<file path="src/inc/fns_map.svh">
// Register map, field positions, reset values and timing of the synthesizer control.
// Assumes a 10 MHz core clock and a 32-bit AHB-Lite register bus.
`ifndef FNS_MAP_SVH
`define FNS_MAP_SVH
// ==========================================
// Offsets (byte addresses)
`define FNS_OFF_SYNTH   8'h00
`define FNS_OFF_REF     8'h04
`define FNS_OFF_STATUS  8'h08
// ==========================================
// Synthesizer word fields
`define FNS_INT_LSB     0
`define FNS_INT_MSB     7
`define FNS_FRAC_LSB    8
`define FNS_FRAC_MSB    22
`define FNS_LOOP_EN_BIT 28
`define FNS_MUX_LSB     29
`define FNS_MUX_MSB     31
// ==========================================
// Reference word fields
`define FNS_RDIV_LSB    4
`define FNS_RDIV_MSB    6
`define FNS_CKDIV_LSB   8
`define FNS_CKDIV_MSB   11
`define FNS_OSC_EN_BIT  12
`define FNS_LOWB_BIT    13
`define FNS_BIAS_LSB    16
`define FNS_BIAS_MSB    19
`define FNS_RECEN_LSB   20
`define FNS_RECEN_MSB   21
// ==========================================
// Reset values
`define FNS_RST_INT     8'h1f
`define FNS_RST_CKDIV   4'h4
`define FNS_RST_RDIV    3'h1
`define FNS_RST_BIAS    4'ha
`define FNS_INT_MIN     8'h1f
// ==========================================
// Timing
`define FNS_CLK_NS      100
`define FNS_REG_UP_NS   50000
`define FNS_REG_UP_CYC  ((`FNS_REG_UP_NS + `FNS_CLK_NS - 1) / `FNS_CLK_NS)
`define FNS_LOCK_IN_NS  8'h0f
`define FNS_LOCK_OUT_NS 8'h19
`define FNS_LOCK_CNT    3'h5
`endif

</file>
<file path="src/inc/fns_pkg.sv">
// Types of the synthesizer control: configuration words, bus request, mux codes.
// Assumes fns_map.svh for all numeric layout.
package fns_pkg;
	typedef enum logic [2:0] {
		FNS_MUX_REG_READY,
		FNS_MUX_DIG_LOCK,
		FNS_MUX_PFD_CLK,
		FNS_MUX_FB_CLK,
		FNS_MUX_LOW
	} fns_mux_t;

	typedef struct packed {
		logic        hsel;
		logic [7:0]  haddr;
		logic [1:0]  htrans;
		logic        hwrite;
		logic [2:0]  hsize;
		logic        hready;
		logic [31:0] hwdata;
	} fns_ahb_req_t;

	typedef struct packed {
		logic [2:0]  mux;
		logic        loop_en;
		logic [14:0] frac;
		logic [7:0]  intn;
	} fns_synth_t;

	typedef struct packed {
		logic [1:0] recen;
		logic [3:0] bias;
		logic       lowb;
		logic       osc_en;
		logic [3:0] ckdiv;
		logic [2:0] rdiv;
	} fns_ref_t;
endpackage

</file>
<file path="src/rtl/fns_synth_ctrl.sv">
// Synthesizer control: AHB-Lite registers, reference select, divided clock,
// reference counter, status mux, digital lock detect, fractional feedback divider.
// Assumes reference, crystal pin and oscillator edges are synchronous levels/pulses.
//
// Decided for this implementation: the address map and the AHB-Lite interface to the registers.
`include "fns_map.svh"
`timescale 1ns/100ps
`default_nettype none
module fns_synth_ctrl (
	input  wire logic                 core_clk,
	input  wire logic                 sys_rst,
	input  wire logic                 clk_en,
	input  wire logic                 chip_en,
	input  wire fns_pkg::fns_ahb_req_t ahb_req,
	output logic                      hreadyout,
	output logic                      hresp,
	output logic [31:0]               hrdata,
	input  wire logic                 xtal_osc_in,
	input  wire logic                 crystal_pin_two,
	input  wire logic                 synth_osc_tick,
	input  wire logic                 phase_err_valid,
	input  wire logic [7:0]           phase_err_ns,
	output logic                      xtal_osc_run,
	output logic                      regulators_on,
	output logic                      divided_clock_output,
	output logic                      phase_comparator_clock,
	output logic                      feedback_clock,
	output logic                      status_mux_output,
	output logic                      synth_oscillator_run,
	output logic                      low_band_div2,
	output logic [1:0]                synth_recentre,
	output logic [3:0]                synth_bias
);
	import fns_pkg::*;

	// ==========================================
	// Bus slave
	fns_synth_t  synth_q;
	fns_ref_t    ref_q;
	logic        wr_pend_q;
	logic [7:0]  wr_addr_q;
	logic        reg_ready_q;
	logic        lock_q;
	logic [9:0]  reg_up_cnt_q;

	// Size is not decoded; only whole-word access is supported
	wire logic addr_ph = ahb_req.hsel & ahb_req.htrans[1] & ahb_req.hready;

	// Every transfer completes in its first data-phase cycle
	// Transfers offered while clk_en is low are lost; keep it high for bus use
	always_ff @(posedge core_clk or posedge sys_rst) begin
		if (sys_rst) begin
			hreadyout <= 1'b1;
			hresp     <= 1'b0;
		end else if (clk_en) begin
			hreadyout <= 1'b1;
			hresp     <= 1'b0;
		end
	end

	always_ff @(posedge core_clk or posedge sys_rst) begin
		if (sys_rst) begin
			wr_pend_q <= 1'b0;
			wr_addr_q <= 8'h00;
		end else if (clk_en) begin
			wr_pend_q <= addr_ph & ahb_req.hwrite;
			wr_addr_q <= ahb_req.haddr;
		end
	end

	// Write lands in its data phase, one cycle after the address was taken
	function automatic logic wr_hit(
		input logic       pend,
		input logic [7:0] addr,
		input logic [7:0] off
	);
		return pend && (addr == off);
	endfunction

	always_ff @(posedge core_clk or posedge sys_rst) begin
		if (sys_rst) begin
			hrdata <= 32'h0000_0000;
		end else if (clk_en && addr_ph && !ahb_req.hwrite) begin
			case (ahb_req.haddr)
				`FNS_OFF_SYNTH: begin
					hrdata <= {synth_q.mux, synth_q.loop_en, 5'h00, synth_q.frac,
						synth_q.intn};
				end
				`FNS_OFF_REF: begin
					hrdata <= {10'h000, ref_q.recen, ref_q.bias, 2'h0, ref_q.lowb,
						ref_q.osc_en, ref_q.ckdiv, 1'b0, ref_q.rdiv, 4'h0};
				end
				`FNS_OFF_STATUS: hrdata <= {30'h0, lock_q, reg_ready_q};
				default:         hrdata <= 32'h0000_0000;
			endcase
		end
	end

	// ==========================================
	// Configuration; chip enable low returns it to power-up state
	// Writes arriving while chip enable is low are dropped, not deferred
	always_ff @(posedge core_clk or posedge sys_rst) begin
		if (sys_rst) begin
			synth_q <= '{mux: 3'h0, loop_en: 1'b0, frac: 15'h0000, intn: `FNS_RST_INT};
		end else if (clk_en) begin
			if (!chip_en) begin
				synth_q <= '{mux: 3'h0, loop_en: 1'b0, frac: 15'h0000,
					intn: `FNS_RST_INT};
			end else if (wr_hit(wr_pend_q, wr_addr_q, `FNS_OFF_SYNTH)) begin
				synth_q.intn    <= ahb_req.hwdata[`FNS_INT_MSB:`FNS_INT_LSB];
				synth_q.frac    <= ahb_req.hwdata[`FNS_FRAC_MSB:`FNS_FRAC_LSB];
				synth_q.loop_en <= ahb_req.hwdata[`FNS_LOOP_EN_BIT];
				synth_q.mux     <= ahb_req.hwdata[`FNS_MUX_MSB:`FNS_MUX_LSB];
			end
		end
	end

	always_ff @(posedge core_clk or posedge sys_rst) begin
		if (sys_rst) begin
			ref_q <= '{recen: 2'h0, bias: `FNS_RST_BIAS, lowb: 1'b0, osc_en: 1'b1,
				ckdiv: `FNS_RST_CKDIV, rdiv: `FNS_RST_RDIV};
		end else if (clk_en) begin
			if (!chip_en) begin
				ref_q <= '{recen: 2'h0, bias: `FNS_RST_BIAS, lowb: 1'b0, osc_en: 1'b1,
					ckdiv: `FNS_RST_CKDIV, rdiv: `FNS_RST_RDIV};
			end else if (wr_hit(wr_pend_q, wr_addr_q, `FNS_OFF_REF)) begin
				ref_q.rdiv   <= ahb_req.hwdata[`FNS_RDIV_MSB:`FNS_RDIV_LSB];
				ref_q.ckdiv  <= ahb_req.hwdata[`FNS_CKDIV_MSB:`FNS_CKDIV_LSB];
				ref_q.osc_en <= ahb_req.hwdata[`FNS_OSC_EN_BIT];
				ref_q.lowb   <= ahb_req.hwdata[`FNS_LOWB_BIT];
				ref_q.bias   <= ahb_req.hwdata[`FNS_BIAS_MSB:`FNS_BIAS_LSB];
				ref_q.recen  <= ahb_req.hwdata[`FNS_RECEN_MSB:`FNS_RECEN_LSB];
			end
		end
	end

	// ==========================================
	// Analog-side controls
	always_ff @(posedge core_clk or posedge sys_rst) begin
		if (sys_rst) begin
			xtal_osc_run         <= 1'b0;
			regulators_on        <= 1'b0;
			synth_oscillator_run <= 1'b0;
			low_band_div2        <= 1'b0;
			synth_recentre       <= 2'h0;
			synth_bias           <= `FNS_RST_BIAS;
		end else if (clk_en) begin
			xtal_osc_run         <= chip_en & ref_q.osc_en;
			regulators_on        <= chip_en;
			synth_oscillator_run <= chip_en & synth_q.loop_en;
			low_band_div2        <= ref_q.lowb;
			synth_recentre       <= ref_q.recen;
			synth_bias           <= ref_q.bias;
		end
	end

	// ==========================================
	// Regulator ready: counts the settle time after chip enable rises
	// Count parks at its end value so ready holds until chip enable drops
	always_ff @(posedge core_clk or posedge sys_rst) begin
		if (sys_rst) begin
			reg_up_cnt_q <= 10'h000;
			reg_ready_q  <= 1'b0;
		end else if (clk_en) begin
			if (!chip_en) begin
				reg_up_cnt_q <= 10'h000;
				reg_ready_q  <= 1'b0;
			end else if (reg_up_cnt_q == 10'(`FNS_REG_UP_CYC - 1)) begin
				reg_ready_q  <= 1'b1;
			end else begin
				reg_up_cnt_q <= reg_up_cnt_q + 10'h001;
			end
		end
	end

	// ==========================================
	// Reference select and edge detect
	// Previous sample resets low, the idle level of both sources: no false edge
	logic ref_prev_q;
	wire logic ref_lvl  = ref_q.osc_en ? (xtal_osc_in & chip_en) : crystal_pin_two;
	wire logic ref_rise = ref_lvl & ~ref_prev_q;

	always_ff @(posedge core_clk or posedge sys_rst) begin
		if (sys_rst) begin
			ref_prev_q <= 1'b0;
		end else if (clk_en) begin
			ref_prev_q <= ref_lvl;
		end
	end

	// ==========================================
	// Divided clock: toggles every ckdiv reference edges, so ratio is 2*ckdiv
	logic [3:0] ck_cnt_q;

	always_ff @(posedge core_clk or posedge sys_rst) begin
		if (sys_rst) begin
			ck_cnt_q             <= 4'h0;
			divided_clock_output <= 1'b0;
		end else if (clk_en) begin
			if (ref_q.ckdiv == 4'h0 || !chip_en) begin
				ck_cnt_q             <= 4'h0;
				divided_clock_output <= 1'b0;
			end else if (ref_rise) begin
				if (ck_cnt_q >= ref_q.ckdiv - 4'h1) begin
					ck_cnt_q             <= 4'h0;
					divided_clock_output <= ~divided_clock_output;
				end else begin
					ck_cnt_q <= ck_cnt_q + 4'h1;
				end
			end
		end
	end

	// ==========================================
	// Reference counter; a ratio of zero behaves as one
	logic [2:0] r_cnt_q;

	always_ff @(posedge core_clk or posedge sys_rst) begin
		if (sys_rst) begin
			r_cnt_q                <= 3'h0;
			phase_comparator_clock <= 1'b0;
		end else if (clk_en) begin
			phase_comparator_clock <= 1'b0;
			if (ref_rise) begin
				if (r_cnt_q + 3'h1 >= ref_q.rdiv) begin
					r_cnt_q                <= 3'h0;
					phase_comparator_clock <= 1'b1;
				end else begin
					r_cnt_q <= r_cnt_q + 3'h1;
				end
			end
		end
	end

	// ==========================================
	// Digital lock detect
	// An error equal to the release threshold counts as a lost lock
	logic [2:0] lk_cnt_q;

	always_ff @(posedge core_clk or posedge sys_rst) begin
		if (sys_rst) begin
			lk_cnt_q <= 3'h0;
			lock_q   <= 1'b0;
		end else if (clk_en) begin
			if (!synth_q.loop_en || !chip_en) begin
				lk_cnt_q <= 3'h0;
				lock_q   <= 1'b0;
			end else if (phase_err_valid) begin
				if (lock_q) begin
					if (phase_err_ns >= `FNS_LOCK_OUT_NS) begin
						lock_q   <= 1'b0;
						lk_cnt_q <= 3'h0;
					end
				end else if (phase_err_ns < `FNS_LOCK_IN_NS) begin
					if (lk_cnt_q == `FNS_LOCK_CNT - 3'h1) begin
						lock_q <= 1'b1;
					end
					lk_cnt_q <= lk_cnt_q + 3'h1;
				end else begin
					lk_cnt_q <= 3'h0;
				end
			end
		end
	end

	// ==========================================
	// Feedback divider: first-order accumulator carry stretches one cycle by one
	// Integer values below the floor run at the floor rather than faster
	logic [7:0]  fb_cnt_q;
	logic [14:0] acc_q;
	logic        carry_q;
	logic [15:0] acc_sum;
	logic [8:0]  fb_target;

	always_comb begin
		acc_sum   = {1'b0, acc_q} + {1'b0, synth_q.frac};
		fb_target = (synth_q.intn < `FNS_INT_MIN) ? {1'b0, `FNS_INT_MIN} :
			{1'b0, synth_q.intn};
		fb_target = fb_target + {8'h00, carry_q};
	end

	always_ff @(posedge core_clk or posedge sys_rst) begin
		if (sys_rst) begin
			fb_cnt_q       <= 8'h00;
			acc_q          <= 15'h0000;
			carry_q        <= 1'b0;
			feedback_clock <= 1'b0;
		end else if (clk_en) begin
			feedback_clock <= 1'b0;
			if (!synth_q.loop_en || !chip_en) begin
				fb_cnt_q <= 8'h00;
				acc_q    <= 15'h0000;
				carry_q  <= 1'b0;
			end else if (synth_osc_tick) begin
				if ({1'b0, fb_cnt_q} + 9'h001 >= fb_target) begin
					fb_cnt_q       <= 8'h00;
					feedback_clock <= 1'b1;
					acc_q          <= acc_sum[14:0];
					carry_q        <= acc_sum[15];
				end else begin
					fb_cnt_q <= fb_cnt_q + 8'h01;
				end
			end
		end
	end

	// ==========================================
	// Status mux
	// Codes above three drive the pin low
	always_ff @(posedge core_clk or posedge sys_rst) begin
		if (sys_rst) begin
			status_mux_output <= 1'b0;
		end else if (clk_en) begin
			case (fns_mux_t'(synth_q.mux))
				FNS_MUX_REG_READY: status_mux_output <= reg_ready_q;
				FNS_MUX_DIG_LOCK:  status_mux_output <= lock_q;
				FNS_MUX_PFD_CLK:   status_mux_output <= phase_comparator_clock;
				FNS_MUX_FB_CLK:    status_mux_output <= feedback_clock;
				default:           status_mux_output <= 1'b0;
			endcase
		end
	end
endmodule
`default_nettype wire

</file>
<file path="config.mk">
export PLATFORM = sky130hd
export DESIGN_NAME = fns_synth_ctrl
export DESIGN_NICKNAME = d
export VERILOG_FILES = /design/src/inc/fns_pkg.sv /design/src/rtl/fns_synth_ctrl.sv
export VERILOG_INCLUDE_DIRS = /design/src /design/src/inc
export SDC_FILE = /design/constraint.sdc
export NUM_CORES = 1
export LEC_CHECK = 0
export ABC_AREA = 1
export BUFFER_PORTS_ARGS = -buffer_cell sky130_fd_sc_hd__buf_2
export CAP_MARGIN = 20
export CORE_MARGIN = 8
export CORE_UTILIZATION = 30
export DETAILED_ROUTE_END_ITERATION = 12
export PLACE_DENSITY = 0.45
export SYNTH_ARGS = -nofsm -noshare
export SYNTH_HDL_FRONTEND = slang
export SYNTH_SLANG_ARGS = --single-unit
</file>
<file path="constraint.sdc">
create_clock -name core_clk -period 6.6 [get_ports core_clk]
set_input_delay 0.33 -clock core_clk [delete_from_list [all_inputs] [get_ports core_clk]]
set_output_delay 0.33 -clock core_clk [all_outputs]
set_load 0.05 [all_outputs]
</file>
=== Word level (Yosys, flattened, before mapping) ===
Index checks and enable logic that the tools add are counted.

* Bits in writable memories: 0
* Bits of input ports: 64
* Register bits after elaboration: 144
* Latch bits: 0
* Word-level logic and storage cells: 143
* Memories kept: 0
* ROM bits: 0
* Output and inout port bits: 48

* Divide/modulo/power cells: 0
* Shift-type cells: 0
* Equal/unequal tests: 13
* Bitwise operators: 9
* Magnitude comparators: 6
* Add/subtract/negate cells: 9
* Multiplexer cells: 44
* Reduce and logical (&&, ||, !) cells: 29
* Multiply operators: 0

{| class="wikitable"
|+ Operators by type and width
! operator !! count
|-
| $pmux W32 S3 || 1
|-
| $mux W15 || 5
|-
| $mux W27 || 2
|-
| $mux W8 || 4
|-
| $mux W1 || 20
|-
| $mux W10 || 2
|-
| $mux W3 || 6
|-
| $add A15 B15 Y16 || 1
|-
| $eq A8 B3 Y1 const B || 2
|-
| $logic_not A8 Y1 || 2
|-
| $reduce_and A2 Y1 || 8
|-
| $mux W4 || 3
|-
| $add A10 B1 Y10 const B || 1
|-
| $eq A10 B9 Y1 const B || 1
|-
| $reduce_bool A2 Y1 || 5
|-
| $add A8 B1 Y9 || 1
|-
| $add A8 B1 Y9 const B || 1
|-
| $ge A9 B9 Y1 || 1
|-
| $reduce_and A3 Y1 || 3
|-
| $add A8 B1 Y8 const B || 1
|-
| $eq A8 B4 Y1 const B || 1
|-
| $ge A8 B5 Y1 const B || 1
|-
| $lt A8 B4 Y1 const B || 1
|-
| $lt A8 B5 Y1 const B || 1
|-
| 19 further kinds || 36
|}

=== Longest topological paths before layout ===
* Depth in word-level cells: 7
* Mapped depth: 23
* Depth with buffers taken out: 22

=== Least setup slack after synthesis ===
No wires, ideal clock.

* Kind: register -> register
* From: reg synth_q[0] in the netlist's numbering
* To: reg acc_q[1]
* Setup slack: 3.662 ns
* Library setup time: 0.117 ns
* Arrival time: 2.821 ns
* Cell stages (with the launch flop): 22
* Data required time: 6.483 ns
* Period minus slack after synthesis: 2.938 ns
* Buffers on the path: 1
* Path through: dfstp_2 -> nand2_1 -> inv_1 -> nand3_1 -> nand3_1 -> inv_1 -> or2_2 -> ha_1 -> ha_1 -> nand4_1 -> xor2_1 -> ha_1 -> nand2_1 -> nor2_2 -> nand3_1 -> nand2_1 -> nor2_1 -> nand3_1 -> nand3_2 -> buf_6 -> nand2_1 -> nand2_1

* Cells in the longest elaborated chain, start to end: 6

{| class="wikitable"
|+ Ends and longest elaborated chain
! item !! line !! RTL
|-
| start: declaration || fns_synth_ctrl.sv:38 || <nowiki>fns_synth_t synth_q;</nowiki>
|-
| start signal: assignment || fns_synth_ctrl.sv:104 || <nowiki>synth_q <= '{mux: 3'h0, loop_en: 1'b0, frac: 15'h0000, intn: `FNS_RST_INT};</nowiki>
|-
| start signal: assignment || fns_synth_ctrl.sv:107 || <nowiki>synth_q <= '{mux: 3'h0, loop_en: 1'b0, frac: 15'h0000,</nowiki>
|-
| $lt A8 B5 Y1 (no source line) || -- ||
|-
| $mux W8 (*) || fns_synth_ctrl.sv:277 || <nowiki>fb_target = (synth_q.intn < `FNS_INT_MIN) ? {1'b0, `FNS_INT_MIN} :</nowiki>
|-
| $add A8 B1 Y9 (*) || fns_synth_ctrl.sv:279 || <nowiki>fb_target = fb_target + {8'h00, carry_q};</nowiki>
|-
| $ge A9 B9 Y1 (*) || fns_synth_ctrl.sv:295 || <nowiki>if ({1'b0, fb_cnt_q} + 9'h001 >= fb_target) begin</nowiki>
|-
| $reduce_bool A2 Y1 (no source line) (*) || -- ||
|-
| $reduce_and A3 Y1 (no source line) (*) || -- ||
|-
| end signal: assignment || fns_synth_ctrl.sv:298 || <nowiki>acc_q <= acc_sum[14:0];</nowiki>
|-
| end: declaration || fns_synth_ctrl.sv:270 || <nowiki>logic [14:0] acc_q;</nowiki>
|}

Every way passes the cells marked *; elsewhere a longest branch is shown, timed or not.
A chain may end at the register's enable or synchronous reset.

=== Worst setup path after layout ===
* From: reg synth_q[0] in the netlist's numbering
* To: reg acc_q[11]

The elaborated chain is that of the path after synthesis.

==> key figures <==
Die
  – Core area: ~26,000 µm²
  – Starting Density: 30.35%
  – Die width: around 180 µm
  – Die area: 31,570 µm²
  – Row cnt: 59
  – IO Count: 112
  – Die H: 177.7 µm

Synthesis
  – Number of synthesized flops with an enable pin: 0
  – Netlist cell types: 42
  – Synth Cell Area: a little under 8000 µm²
  – FFs w/ async S/R, synth: 100.0%
  – Mean Syn Cell Area: 7.710 µm²
  – Synth Register Bits: 139
  – Register area share after synthesis: 44.55%
  – Yosys Warn Count: 0
  – Most used DFF post-synth: dfrtp_1
  – Mapped Cells: 1,017

Worst setup path
  – Arr. time, crit path: approximately 3.8 ns
  – Largest stage delay, worst path: 0.55 ns
  – FF-to-FF path depth: 19
  – CP Class: flip-flop to flip-flop
  – Reg2reg start: synth_q[0]
  – Worst-path fanout max: 13
  – Max stage delay cell, worst path: dfstp_2
  – Critical Path Source Type: flip-flop
  – Crit. End Element: flip-flop
  – Crit path cell chain: nand2_1, inv_1, nand3_1, nand3_1, inv_1, or2_2, ha_1, ha_1, nand4_1, xor2_1, ha_1, nand2_1, nor2_2, nand3_1, nand4_1, nand2_1, nor2_2, nand3_1, nand2_1
  – R2R Path End: acc_q[11]
  – Critical Path Source: synth_q[0]
  – Worst Setup EP: acc_q[11]
  – R2r setup slk: 3.14 ns
  – CP top delay family: simple AND/OR/NAND/NOR gates
  – Crit path buf inv count: 2
  – Instance count on the critical path: 19
  – Req. time, crit path: just under 7 ns

Finish
  – Antenna cells: 0
  – Final nets: 1,214
  – Layout fillers: 2,778
  – Most frequent cells in the layout: nand2_1, inv_1, dfrtp_1, buf_2, o21ai_0
  – Area grow syn2layout: 16.36%
  – Final core occ: 35.31%
  – Most common cell after layout, fill and taps aside: nand2_1
  – Share of cells above drive strength 1: between 10 and 15%
  – Final instance area: 9124 µm²

Drt
  – Initial DRC count: about 350
  – Vias post-DR: 6,547
  – Final ANT Viol Nets: 0
  – Residual DRC: 0
  – Wire length per cell: ~15 µm
  – Vias per cell: 4.497
  – Routed Wire Length: 21,880 µm
  – Router iterations before antenna repair: 5

Timing
  – Max Slew Vio Count: 0
  – Rel. slew slack: between 30% and 40%
  – # setup viols final: 0
  – Final worst-path cycle share: 52.45%
  – Final setup TNS: 0 ns
  – Final Skew: between 0.01 and 0.015 ns
  – RSZ-0062 raised after global routing: false
  – Tmin final: 3.462 ns
  – Maximum clock frequency: 288.9 MHz
  – Final hold viol count: 0
  – Slew of the pin with the lowest slew margin: 0.9082 ns

Clocking
  – Clock Tree Root: clkbuf_16
  – Worst-path clk slew: about 0.060 ns
  – Clk_lat worst skew: 0.43 ns
  – CTS H-tree depth: 4
  – Clk buf depth: 2
  – CTS tree: built
  – Post-CTS Setup Inserts: 0
  – CTS sink cnt: around 140
  – Hold Buf Count CTS: 0
  – Num CTS Buffers: 17
  – CTS resizes: 0

Flow run
  – Max Cap Viol: 0

Pwr
  – Peak VDD IR: approximately 0.00012 V
  – Pwr Density: roughly 240 nW/µm²
  – Total Power: ~0.0022 W
  – Leakage: 4.866 nW

Run status
  – Outcome: completed

Place
  – IO Port Bufs: 95
  – GPL Wtd Cong: 0.8036
  – Placed instance area: about 8600 µm²
  – DP Wirelength: 15,900 µm

Min path
  – Min-delay worst type: input port to asynchronous set/reset pin

Global route
  – Grt ovf: 0
  – Pin count of the biggest net entering global routing: 71
  – First-pass GRT wire length: roughly 36,000 µm
  – Vias in the first global route: 6,632
  – Tot GR Track Use: 14.56%
  – Initial antenna violation count: 0
logic make-up after synthesis:
group                      after synthesis  share of synthesized area, %
and+or+nand+nor                        499                         26.85
buffers and inverters                  165                         9.127
AOI/OAI and AO/OA                      146                         9.893
DFF                                    139                         44.55
adders and majority gates               42                         6.797
xor gates and xnor gates                24                         2.681
other                                    2                       0.09578
metrics by stage:
step / hold slack (ns) / worst slack (ns) / std cells
floorplan: 0.4428 / 2.565 / 1022
global placement: 0.4575 / 3.082 / 1424
detailed placement: 0.4643 / 3.083 / 1424
CTS: 0.02516 / 3.063 / 1456
global route: 0.04776 / 2.794 / 1456
finish: 0.001079 / 3.138 / 1456
area by class of cell:
type	count	area (µm²)	share of cell area [%]
clock inverter	11	86.33	0.9462
multi-input combinational	718	3651	40.02
timing repair buffer	96	483.0	5.293
clock buffer	21	470.5	5.156
inverter	136	520.5	5.705
tap	335	419.2	4.594
sequential	139	3493	38.29
registers in the layout (all words and copies together), names as in the netlist, 4 cells and up:
| signal | cells |
|---|---|
| synth_q | 27 |
| ck_cnt_q | 4 |
| hrdata | 27 |
| fb_cnt_q | 8 |
| acc_q | 15 |
| synth_bias | 4 |
| reg_up_cnt_q | 10 |
| ref_q | 15 |
| wr_addr_q | 8 |
worst min path at each step:
stage | startpoint | endpoint | slack [ns] | depth (start not counted)
floorplan | wr_addr_q[6] | wr_addr_q[6] | 0.44 | 2
global placement | acc_q[0] | acc_q[0] | 0.46 | 2
detailed placement | status_mux_output | status_mux_output | 0.46 | 2
CTS | sys_rst | wr_addr_q[1] | 0.03 | 2
global route | sys_rst | wr_addr_q[1] | 0.05 | 2
finish | sys_rst | wr_addr_q[1] | 0.001 | 2
routing by layer:
layer,global-route usage (%),part of all wire [%],vias up
met5,0,0,-
met4,3.543,0.90,0
met3,3.128,2.9,12
met2,24.49,48,85
met1,18.76,48,3054
li1,-,-,3396
power breakdown:
part | internal (W) | leakage (nW) | switching [W] | total [W]
Clock | 0.000515 | 0.264 | 0.000398 | 0.000913
Sequential | 0.000913 | 1.85 | 0.0000388 | 0.000952
Combinational | 0.000109 | 2.75 | 0.000239 | 0.000348
Total | 0.00154 | 4.87 | 0.000676 | 0.00221
synthesized netlist by cell type (5+ instances only):
cell type	count	share of area [%]
a21oi_1	20	1.3
buf_2	7	0.45
buf_4	12	1.1
buf_6	5	0.72
clkbuf_1	5	0.24
dfrtp_1	127	41
dfstp_2	12	4.0
ha_1	41	6.5
inv_1	131	6.3
nand2_1	351	17
nand3_1	41	2.6
nand4_1	12	0.96
nor2_1	60	2.9
nor2_2	5	0.40
nor2_4	5	0.72
nor3_1	9	0.57
o21ai_0	77	4.9
o21ai_1	25	1.6
o22ai_1	14	1.1
xnor2_1	11	1.2
xor2_1	13	1.5
No activity file was read; power rests on OpenSTA's default activity.
